**src/hdl/dss_map.svh**
```systemverilog
// Constants for the dual slope switch sequencer.
// Assumes a 20 MHz controller clock; included by the top.
`ifndef DSS_MAP_SVH
`define DSS_MAP_SVH

// Switch vector bit positions
`define DSS_SW_REF 0
`define DSS_SW_BUF_UNK 1
`define DSS_SW_DIR_UNK 2
`define DSS_SW_BUF_INT 3
`define DSS_SW_BUF_GND 4
`define DSS_SW_BYPASS 5
`define DSS_SW_UNITY 6
`define DSS_SW_CMP_LOOP 7

// Timing figures as printed
`define DSS_CLK_HZ 20000000
`define DSS_START_MIN_NS 2400
`define DSS_BREAK_NS 300
`define DSS_RAMP_UNKNOWN_PERIODS 4096
`define DSS_ZERO_PERIODS 256

// Derived cycle counts: least times round up
`define DSS_START_CYC \
  ((`DSS_START_MIN_NS * (`DSS_CLK_HZ / 1000000) + 999) / 1000)
`define DSS_BREAK_CYC \
  ((`DSS_BREAK_NS * (`DSS_CLK_HZ / 1000000) + 999) / 1000)

`endif

```
**src/hdl/dss_pkg.sv**
```systemverilog
// Types for the dual slope switch sequencer.
// Assumes nothing beyond the map header.
package dss_pkg;
  // Conversion phases, one-hot
  typedef enum logic [5:0] {
    DSS_IDLE = 6'h01,
    DSS_OFFSET = 6'h02,
    DSS_POLARITY = 6'h04,
    DSS_INIT = 6'h08,
    DSS_RAMP_UNK = 6'h10,
    DSS_RAMP_REF = 6'h20
  } dss_phase_t;
endpackage

```
**src/hdl/dss_sequencer.sv**
```systemverilog
// Dual slope switch sequencer: drives the eight analog switch controls
// of an integrating converter front end and counts its reference ramp.
// Assumes comparator input synchronous to ref_clk and one clock domain.
// Phase lengths come from parameters; timing figures from the map.
`include "dss_map.svh"
`timescale 1ns/1ps
`default_nettype none

// Overview of operation
// - Offset correction closes five zeroing switches.
// - Polarity closes only ground and direct switches.
// - Polarity end swaps direct for buffer path.
// - Comparator level before polarity end gives sign.
// - Initialization repeats offset correction switch set.
// - Positive ramp unknown: direct plus ground switch.
// - Negative ramp unknown: buffered plus integrator switch.
// - Ramp reference holds until comparator trips or count reaches full scale.
// - Ramp unknown lasts exactly 4096 clock periods.
// - Count reference ramp periods as result.
// - Output polarity and overrange besides magnitude.
// - Start accepted only after 2.4 us high.
// - Delay rising switch edges, falling immediate.
// - Slower clock lowers residual offset, optional.
// - Zeroing cycle lasts 256 clock periods.
module dss_sequencer
  import dss_pkg::*;
#(
  parameter int RU_PERIODS = `DSS_RAMP_UNKNOWN_PERIODS,
  parameter int ZERO_PERIODS = `DSS_ZERO_PERIODS,
  parameter int POL_PERIODS = 128,
  parameter int RES_BITS = 12
) (
  input wire logic ref_clk,
  input wire logic arst_n,
  input wire logic start,
  input wire logic comparator_out,
  output logic reference_switch,
  output logic buffered_unknown_switch,
  output logic direct_unknown_switch,
  output logic buffer_to_integrator_switch,
  output logic buffer_ground_switch,
  output logic resistor_bypass_switch,
  output logic unity_gain_switch,
  output logic comparator_loop_switch,
  output logic [RES_BITS-1:0] magnitude,
  output logic polarity,
  output logic overrange,
  output logic busy,
  output logic done
);

  // ==========================================================
  // Derived sizes
  localparam int CW = RES_BITS + 1;
  // Cycle counts follow the clock rate; a slower clock only shrinks them
  localparam int START_CYC = `DSS_START_CYC;
  localparam int BREAK_CYC = `DSS_BREAK_CYC;
  // Initialization takes the rest of the zeroing budget
  localparam int INIT_PERIODS = ZERO_PERIODS - POL_PERIODS;

  // ==========================================================
  // Elaboration checks
  // The unknown ramp must span the full magnitude range
  initial begin
    if (RU_PERIODS != (1 << RES_BITS)) begin
      $error("dss_sequencer: ramp length must be two to the width");
    end
  end

  // Polarity must leave room for initialization afterwards
  initial begin
    if (ZERO_PERIODS < 4 || POL_PERIODS < 2 ||
        POL_PERIODS >= ZERO_PERIODS - 1) begin
      $error("dss_sequencer: zeroing split unsupported");
    end
  end

  // A phase shorter than the break delay never closes its switches, so
  // the sign would be sampled before any integration took place
  initial begin
    if (POL_PERIODS < BREAK_CYC + 3 || INIT_PERIODS < BREAK_CYC + 3) begin
      $error("dss_sequencer: phase shorter than the break delay");
    end
  end

  // Phase counter and the small delay counters must hold their limits
  initial begin
    if (ZERO_PERIODS > (1 << CW) || START_CYC > 62 || BREAK_CYC > 14) begin
      $error("dss_sequencer: counters too narrow for these settings");
    end
  end

  // ==========================================================
  // Start qualification
  // start is a level; it must stay high for the minimum width before a
  // conversion is taken, which also filters glitches on the line
  logic [5:0] start_cnt;
  logic start_ok;
  wire start_full = (start_cnt >= 6'(START_CYC));

  // Count high time; short glitches are dropped
  always_ff @(posedge ref_clk or negedge arst_n) begin
    if (!arst_n) begin
      start_cnt <= 6'h00;
    end else if (!start) begin
      start_cnt <= 6'h00;
    end else if (!start_full) begin
      start_cnt <= start_cnt + 6'h01;
    end
  end

  // Accept in every idle cycle while held, so a stuck-high start loops conversions
  always_ff @(posedge ref_clk or negedge arst_n) begin
    if (!arst_n) begin
      start_ok <= 1'b0;
    end else begin
      start_ok <= start_full;
    end
  end

  // ==========================================================
  // Phase sequencer
  // One counter times every phase; it restarts at each phase change, so
  // the compare constants are the phase lengths less one. Sharing it
  // keeps the flop count down at the cost of one wide compare per phase.
  dss_phase_t phase;
  dss_phase_t next_phase;
  logic [CW-1:0] cnt;
  logic [CW-1:0] next_cnt;
  logic sign;
  wire [CW-1:0] ru_last = CW'(RU_PERIODS - 1);
  wire [CW-1:0] ref_full = CW'(RU_PERIODS);

  // Next phase and counter; order fixed
  always_comb begin
    next_phase = phase;
    next_cnt = cnt + CW'(1);
    case (phase)
      DSS_IDLE: begin
        next_cnt = '0;
        if (start_ok) begin
          next_phase = DSS_OFFSET;
        end
      end
      DSS_OFFSET: begin
        if (cnt == CW'(ZERO_PERIODS - 1)) begin
          next_phase = DSS_POLARITY;
          next_cnt = '0;
        end
      end
      DSS_POLARITY: begin
        if (cnt == CW'(POL_PERIODS - 1)) begin
          next_phase = DSS_INIT;
          next_cnt = '0;
        end
      end
      DSS_INIT: begin
        if (cnt == CW'(INIT_PERIODS - 1)) begin
          next_phase = DSS_RAMP_UNK;
          next_cnt = '0;
        end
      end
      DSS_RAMP_UNK: begin
        if (cnt == ru_last) begin
          next_phase = DSS_RAMP_REF;
          next_cnt = '0;
        end
      end
      DSS_RAMP_REF: begin
        if (!comparator_out || cnt == ref_full) begin
          next_phase = DSS_IDLE;
          next_cnt = '0;
        end
      end
      default: begin
        next_phase = DSS_IDLE;
        next_cnt = '0;
      end
    endcase
  end

  always_ff @(posedge ref_clk or negedge arst_n) begin
    if (!arst_n) begin
      phase <= DSS_IDLE;
      cnt <= '0;
    end else begin
      phase <= next_phase;
      cnt <= next_cnt;
    end
  end

  // Sign sampled in the last polarity cycle, just before the direct path
  // opens; a zero input reads low and so takes the buffered path
  always_ff @(posedge ref_clk or negedge arst_n) begin
    if (!arst_n) begin
      sign <= 1'b0;
    end else if (phase == DSS_POLARITY && next_phase == DSS_INIT) begin
      sign <= comparator_out;
    end
  end

  // ==========================================================
  // Result capture
  // Results move only together with done, so a reader that latches on
  // done never sees a mixed word
  wire ref_end = (phase == DSS_RAMP_REF) && (next_phase == DSS_IDLE);
  wire is_over = (cnt >= ref_full);

  always_ff @(posedge ref_clk or negedge arst_n) begin
    if (!arst_n) begin
      magnitude <= '0;
      polarity <= 1'b0;
      overrange <= 1'b0;
      done <= 1'b0;
      busy <= 1'b0;
    end else begin
      done <= ref_end;
      busy <= (next_phase != DSS_IDLE);
      if (ref_end) begin
        // Saturate on overrange; reference ramp never tripped
        magnitude <= is_over ? '1 : cnt[RES_BITS-1:0];
        overrange <= is_over;
        polarity <= sign;
      end
    end
  end

  // ==========================================================
  // Switch pattern per phase; everything else open
  // A pattern is a pure function of the phase and the held sign, so a
  // comparator glitch reaches the switch drive only through the sign sampled at polarity end or by ending the reference ramp
  logic [7:0] want;
  always_comb begin
    want = 8'h00;
    case (phase)
      DSS_OFFSET, DSS_INIT: begin
        want[`DSS_SW_BUF_GND] = 1'b1;
        want[`DSS_SW_BYPASS] = 1'b1;
        want[`DSS_SW_BUF_INT] = 1'b1;
        want[`DSS_SW_UNITY] = 1'b1;
        want[`DSS_SW_CMP_LOOP] = 1'b1;
      end
      DSS_POLARITY: begin
        want[`DSS_SW_BUF_GND] = 1'b1;
        want[`DSS_SW_DIR_UNK] = 1'b1;
      end
      DSS_RAMP_UNK: begin
        if (sign) begin
          want[`DSS_SW_DIR_UNK] = 1'b1;
          want[`DSS_SW_BUF_GND] = 1'b1;
        end else begin
          want[`DSS_SW_BUF_UNK] = 1'b1;
          want[`DSS_SW_BUF_INT] = 1'b1;
        end
      end
      DSS_RAMP_REF: begin
        want[`DSS_SW_REF] = 1'b1;
        want[`DSS_SW_BUF_INT] = 1'b1;
      end
      default: begin
        want = 8'h00;
      end
    endcase
  end

  // ==========================================================
  // Break-before-make: rising edges wait, falling edges act at once
  // At this clock the delay spans several cycles; it trims the start of
  // each closed interval, so short phases must stay longer than it.
  // One counter per switch keeps a switch that stays closed across a
  // phase change from opening at all.
  logic [7:0] sw;
  genvar g;
  generate
    for (g = 0; g < 8; g++) begin : g_sw
      logic [3:0] dly;
      always_ff @(posedge ref_clk or negedge arst_n) begin
        if (!arst_n) begin
          dly <= 4'h0;
          sw[g] <= 1'b0;
        end else if (!want[g]) begin
          dly <= 4'h0;
          sw[g] <= 1'b0;
        end else if (dly == 4'(BREAK_CYC)) begin
          sw[g] <= 1'b1;
        end else begin
          dly <= dly + 4'h1;
        end
      end
    end
  endgenerate

  // Pins come straight from the per-switch flops
  assign reference_switch = sw[`DSS_SW_REF];
  assign buffered_unknown_switch = sw[`DSS_SW_BUF_UNK];
  assign direct_unknown_switch = sw[`DSS_SW_DIR_UNK];
  assign buffer_to_integrator_switch = sw[`DSS_SW_BUF_INT];
  assign buffer_ground_switch = sw[`DSS_SW_BUF_GND];
  assign resistor_bypass_switch = sw[`DSS_SW_BYPASS];
  assign unity_gain_switch = sw[`DSS_SW_UNITY];
  assign comparator_loop_switch = sw[`DSS_SW_CMP_LOOP];

endmodule

`default_nettype wire

```
**config.mk**
```make
export PLATFORM = sky130hd
export DESIGN_NAME = dss_sequencer
export DESIGN_NICKNAME = d
export VERILOG_FILES = /design/src/hdl/dss_pkg.sv /design/src/hdl/dss_sequencer.sv
export VERILOG_INCLUDE_DIRS = /design/src /design/src/hdl
export SDC_FILE = /design/constraint.sdc
export NUM_CORES = 1
export LEC_CHECK = 0
export ABC_AREA = 1
export BUFFER_PORTS_ARGS = -buffer_cell sky130_fd_sc_hd__buf_2
export CAP_MARGIN = 15
export CORE_MARGIN = 2
export CORE_UTILIZATION = 47
export CTS_CLUSTER_DIAMETER = 150
export CTS_CLUSTER_SIZE = 30
export DETAILED_ROUTE_END_ITERATION = 12
export GPL_ROUTABILITY_DRIVEN = 0
export PLACE_DENSITY_LB_ADDON = 0.3
export RECOVER_POWER = 100
export SYNTH_ARGS = -nofsm -noshare
export SYNTH_HDL_FRONTEND = slang
export SYNTH_SLANG_ARGS = --single-unit
```
**constraint.sdc**
```tcl
create_clock -name ref_clk -period 3.5 [get_ports ref_clk]
set_input_delay 0.175 -clock ref_clk [delete_from_list [all_inputs] [get_ports ref_clk]]
set_output_delay 0.175 -clock ref_clk [all_outputs]
set_load 0.02 [all_outputs]
```
Word level (Yosys, flattened, before mapping)
Cells that the tools add are included.
{"block": "totals", "reg_bits": 83, "elab_cells": 139, "out_inout_bits": 24, "input_bits": 4}
{"block": "op_classes", "addsub": 10, "muxes": 55, "n_lt_le_gt_ge": 2, "n_reduce_logical": 8, "eq_ne": 38}
{"op": "4-bit two-way mux", "n": 16}
{"op": "13-bit two-way mux", "n": 4}
{"op": "13-bit case mux with 4 select lines", "n": 1}
{"op": "6-bit two-way mux", "n": 8}
{"op": "6-bit case mux with 6 select lines", "n": 1}
{"op": "4-bit by 1-bit adder with 4-bit output, second input constant", "n": 8}
{"op": "4-bit by 3-bit == test with 1-bit output, second input constant", "n": 8}
{"op": "1-bit two-way mux", "n": 20}
{"op": "2-bit inequality test, second input constant", "n": 9}
{"op": "2-bit by 1-bit inequality test with 1-bit output, second input constant", "n": 8}
{"op": "13-bit by 1-bit adder with 13-bit output, second input constant", "n": 1}
{"op": "13-bit by 12-bit == test with 1-bit output, second input constant", "n": 1}
{"op": "13-bit == test, second input constant", "n": 1}
{"op": "13-bit by 7-bit == test with 1-bit output, second input constant", "n": 1}
{"op": "13-bit by 8-bit == test with 1-bit output, second input constant", "n": 1}
{"op": "13-bit greater-or-equal comparator, second input constant", "n": 1}
{"op": "6-bit by 1-bit == test with 1-bit output, second input constant", "n": 2}
{"op": "6-bit by 4-bit == test with 1-bit output, second input constant", "n": 2}
{"op": "12-bit two-way mux", "n": 1}
{"op": "6-bit by 1-bit adder with 6-bit output, second input constant", "n": 1}
{"op": "6-bit by 2-bit == test with 1-bit output, second input constant", "n": 1}
{"op": "6-bit by 3-bit == test with 1-bit output, second input constant", "n": 1}
{"op": "6-bit by 5-bit == test with 1-bit output, second input constant", "n": 1}
{"op": "6-bit == test, second input constant", "n": 1}
{"op": "other kinds (9)", "n": 14}

Longest topological paths before layout
{"block": "logic_depth", "depth_word": 6, "depth_mapped": 10, "depth_no_buf": 9}

Least setup slack after synthesis
Ideal clock, no wire load.
{"block": "synth_path", "kind": "register to register", "from": "register cnt[0]", "to": "register cnt[10]", "setup_slack_ns": 1.980, "path_stages_with_launch": 10, "required_time_ns": 3.380, "arrival_ns": 1.400, "cell_sequence": "dfrtp_1 ha_1 nand2_1 nor3_1 nand2_1 nand2_1 nand2_1 nor2_2 buf_6 nor2_1"}
{"block": "synth_via", "elab_chain_cells": 4, "word_cells_on_any_way": 11, "cone_classes": "add/sub: 1; eq/ne: 4; mux: 5; reduce/logical: 1"}
{"element": "from (decl)", "line_no": "dss_sequencer.sv:128", "source": "logic [CW-1:0] cnt;"}
{"element": "from (signal assigned)", "line_no": "dss_sequencer.sv:188", "source": "cnt <= next_cnt;"}
{"element": "branches (longest 3 deep; another with 13-bit by 1-bit adder with 13-bit output)"}
{"element": "13-bit case mux with 4 select lines *", "line_no": "dss_sequencer.sv:138", "source": "case (phase)"}
{"element": "net next_cnt[10]", "line_no": "dss_sequencer.sv:129", "source": "logic [CW-1:0] next_cnt;"}
Mark *: on every way through the listed nets, which the timed path passes.
A chain may end at the register's enable or synchronous reset.

Worst setup path after layout
{"block": "layout_path", "from": "register phase[2]", "to": "register overrange"}
{"block": "layout_via", "elab_chain_cells": 4, "word_cells_on_any_way": 15, "cone_classes": "eq/ne: 7; mux: 7; reduce/logical: 1"}
{"element": "from (decl)", "line_no": "dss_sequencer.sv:126", "source": "dss_phase_t phase;"}
{"element": "from (signal assigned)", "line_no": "dss_sequencer.sv:187", "source": "phase <= next_phase;"}
{"element": "6-bit == test (tied with other cells)", "line_no": "dss_sequencer.sv:138, dss_sequencer.sv:206"}
{"element": "6-bit case mux with 6 select lines", "line_no": "dss_sequencer.sv:138"}
{"element": "6-bit by 1-bit == test with 1-bit output", "line_no": "dss_sequencer.sv:206", "source": "wire ref_end = (phase == DSS_RAMP_REF) && (next_phase == DSS_IDLE);"}
{"element": "1-bit logical AND *", "line_no": "dss_sequencer.sv:206"}
{"element": "to (signal assigned)", "line_no": "dss_sequencer.sv:222", "source": "overrange <= is_over;"}
{"element": "to (decl)", "line_no": "dss_sequencer.sv:47", "source": "output logic overrange,"}
Every way passes the cells marked *; elsewhere a longest branch is shown, timed or not.

==> impl_metrics.toml <==
[setup_path]
startpoint = "phase[2]$_DFF_PN0_"
end_kind = "flip-flop"
worstPathRequired_ns = 3.75
cp.arrival_ns = 2.58
crit_path_start_kind = "flip-flop"
worstPathMaxFanout = 31
r2r_start = "phase[2]$_DFF_PN0_"
critPathKind = "flip-flop to flip-flop"

[logic_synthesis]
synthTopCellsByCount = "nor2_1, dfrtp_1, nand2_1"
syn-cell-area_sq_um = 3968
ys_top_cells_by_area = "dfrtp_1, nor2_1, nand2_1"
synth.largest_area_cell = "dfrtp_1"
synth.top_cell.area_share_pct = 51.72
async_reset_ff_share_pct = 100.0
synth_seq_cells = 83
ys_seq_area_share_pct = 52.38
synth-main-ff-cell = "dfrtp_1"
synth_most_common_cell = "nor2_1"
yosys_warnings = 0
syn_inst = 453
postSynthAreaPerCell_sq_um = 8.758
synth_edf_count = 0
syn_nets = 476
yosysUniqueCellTypes = 24

[grt]
grt_antenna_before_repair = 0
grt_pass1_wl_um = 12920
grt_pass1_vias = 2932
grt_max_degree = 57
grt.overflow.total = 0
grtUsageTotal_pct = 18.13

[clock_tree]
path_clk_slew_ns = 0.08
numCtsBuffers = 9
post-cts-setup-buffer-count = 0
cts_tree = "yes"
cts_max_level = 3
clk_path_buf_depth = 2
cts-root-buf = "clkbuf_8"
insertion_delay_ns = 0.35
cts.sinks = 83

[sta]
setup_viol = 0
relSlewSlack_pct = 8.044
fin_ws_ns = 1.167
hold_viol_final = 0
final.min_clock_period_ns = 2.333
worst_pin_slew_ns = 1.379
fmax_ghz = 0.4286
fin_tns_setup_ns = 0
fin_crit_sh_pct = 66.66
skew_ns = 0.01214
whs_ns = 0.09124
rsz0062_at_grt = "false"
maxSlewViolCount = 0

[placement]
placed_cells = 579
place_area_sq_um = 4195
hpwl_um = 5108
port_buffers = 27
pre_cts_slack_ns = 1.441

[finish]
drive_gt1_share_pct = 4.888
utilization_pct = 53.33
seqCellArea_sq_um = 2078
final_nets = 509
multi_input_area_sq_um = 1642
fin_area_sq_um = 4382
fillers = 755
instances_no_fill = 596
areaGrowthSynthToFinish_pct = 10.44
diodes = 0

[drt]
drt-initial-drc-count = 190
wl_per_cell_um = 12.19
drtPass1Iterations = 4
ant_nets = 0
dr_total_vias = 2939
drc = 0
drt_wl_total_um = 7263
detail_route.vias_per_cell = 4.931

[power]
power_density_nw_per_um2 = 409.9
leakage_nw = 1.999
vdd_drop_max_uv = 196.5
power.total_mw = 1.796

[floorplan]
dieArea_sq_um = 9193
die_w_um = 95.88
ios = 28
die_h_um = 95.88
core_sq_um = 8217
start_util_pct = 48.29
core.rowCount = 33

[run]
drv_cap = 0

[worst_hold_path]
hold_path_class = "input pin to flip-flop"
hp-start = "comparator_out"

[run_status]
status = "complete, no violations"
report_power, final:
part           internal (mW)  total, mW  switching [mW]
sequential             0.967      0.972         0.00519
clock                  0.440      0.775           0.334
combinational         0.0126     0.0495          0.0369
timing repair:
item / in CTS / in global routing
gates resized for setup: 0 / 0
hold buffers: 1 / 0
endpoints found under the hold margin: 55 / 0
layer usage:
layer / wire (um) / GRT usage (%) / vias up
met5: 0 / 0 / -
met4: 123 / 8.571 / 0
met3: 221 / 3.602 / 9
met2: 3351 / 28.61 / 40
met1: 3566 / 24.10 / 1383
li1: - / - / 1507
layout make-up:
class	instances	share of cell area [%]
clock buffers	12	3.541
flip-flops and latches	83	47.43
well taps	105	2.998
multi-input cells	315	37.46
clock inverters	4	1.656
inverters	48	4.112
repair buffers	29	2.798
critical path: stages, from the launching register on:
cell and delay [ns]:
dfrtp_1 0.41, nor2_1 0.23, nand2_1 0.08, nor2_1 0.49, nand2_1 0.66, o21ai_0 0.36
state kept, by name, summed over array words and instances (netlist names):
name and count:
buffer_ground_switch 1, buffer_to_integrator_switch 1, buffered_unknown_switch 1, busy 1, cnt 13, comparator_loop_switch 1
direct_unknown_switch 1, done 1, g_sw.dly 32, magnitude 12, overrange 1, phase 6
polarity 1, reference_switch 1, resistor_bypass_switch 1, sign 1, start_cnt 6, start_ok 1
unity_gain_switch 1
final timing paths:
check,slack [ns],endpoint,cells past startpoint
max,1.17,overrange$_DFFE_PN0P_,5
min,0.09,sign$_DFFE_PN0P_,3
max reg2reg,1.17,overrange$_DFFE_PN0P_,5
min reg2reg,0.49,magnitude[9]$_DFFE_PN0P_,2
max in group asynchronous,1.72,phase[0]$_DFF_PN1_,3
min in group asynchronous,0.67,start_cnt[3]$_DFFE_PN0P_,2
cell families (layout without fill, tap and decap cells):
family	Yosys count	count (layout)	share of synthesized area, %
fa+ha+maj	19	19	5.992
xor+xnor	26	26	5.739
simple gates	222	222	23.90
compound gates	48	48	6.213
flops	83	83	52.38
buf+inv	55	93	5.771
cells in the final DEF, fill, tap and decap left out, types with 10 or more instances in the layout:
| cell | Yosys | final |
|---|---|---|
| xor2_1 | 16 | 16 |
| dfrtp_1 | 82 | 82 |
| nand2_1 | 75 | 76 |
| inv_1 | 48 | 48 |
| clkbuf_1 | 1 | 25 |
| nand3_1 | 40 | 40 |
| xnor2_1 | 10 | 10 |
| o21ai_0 | 37 | 38 |
| clkbuf_8 | 1 | 11 |
| ha_1 | 19 | 19 |
| nor2_1 | 83 | 86 |
No activity file was read; power rests on OpenSTA's default activity.
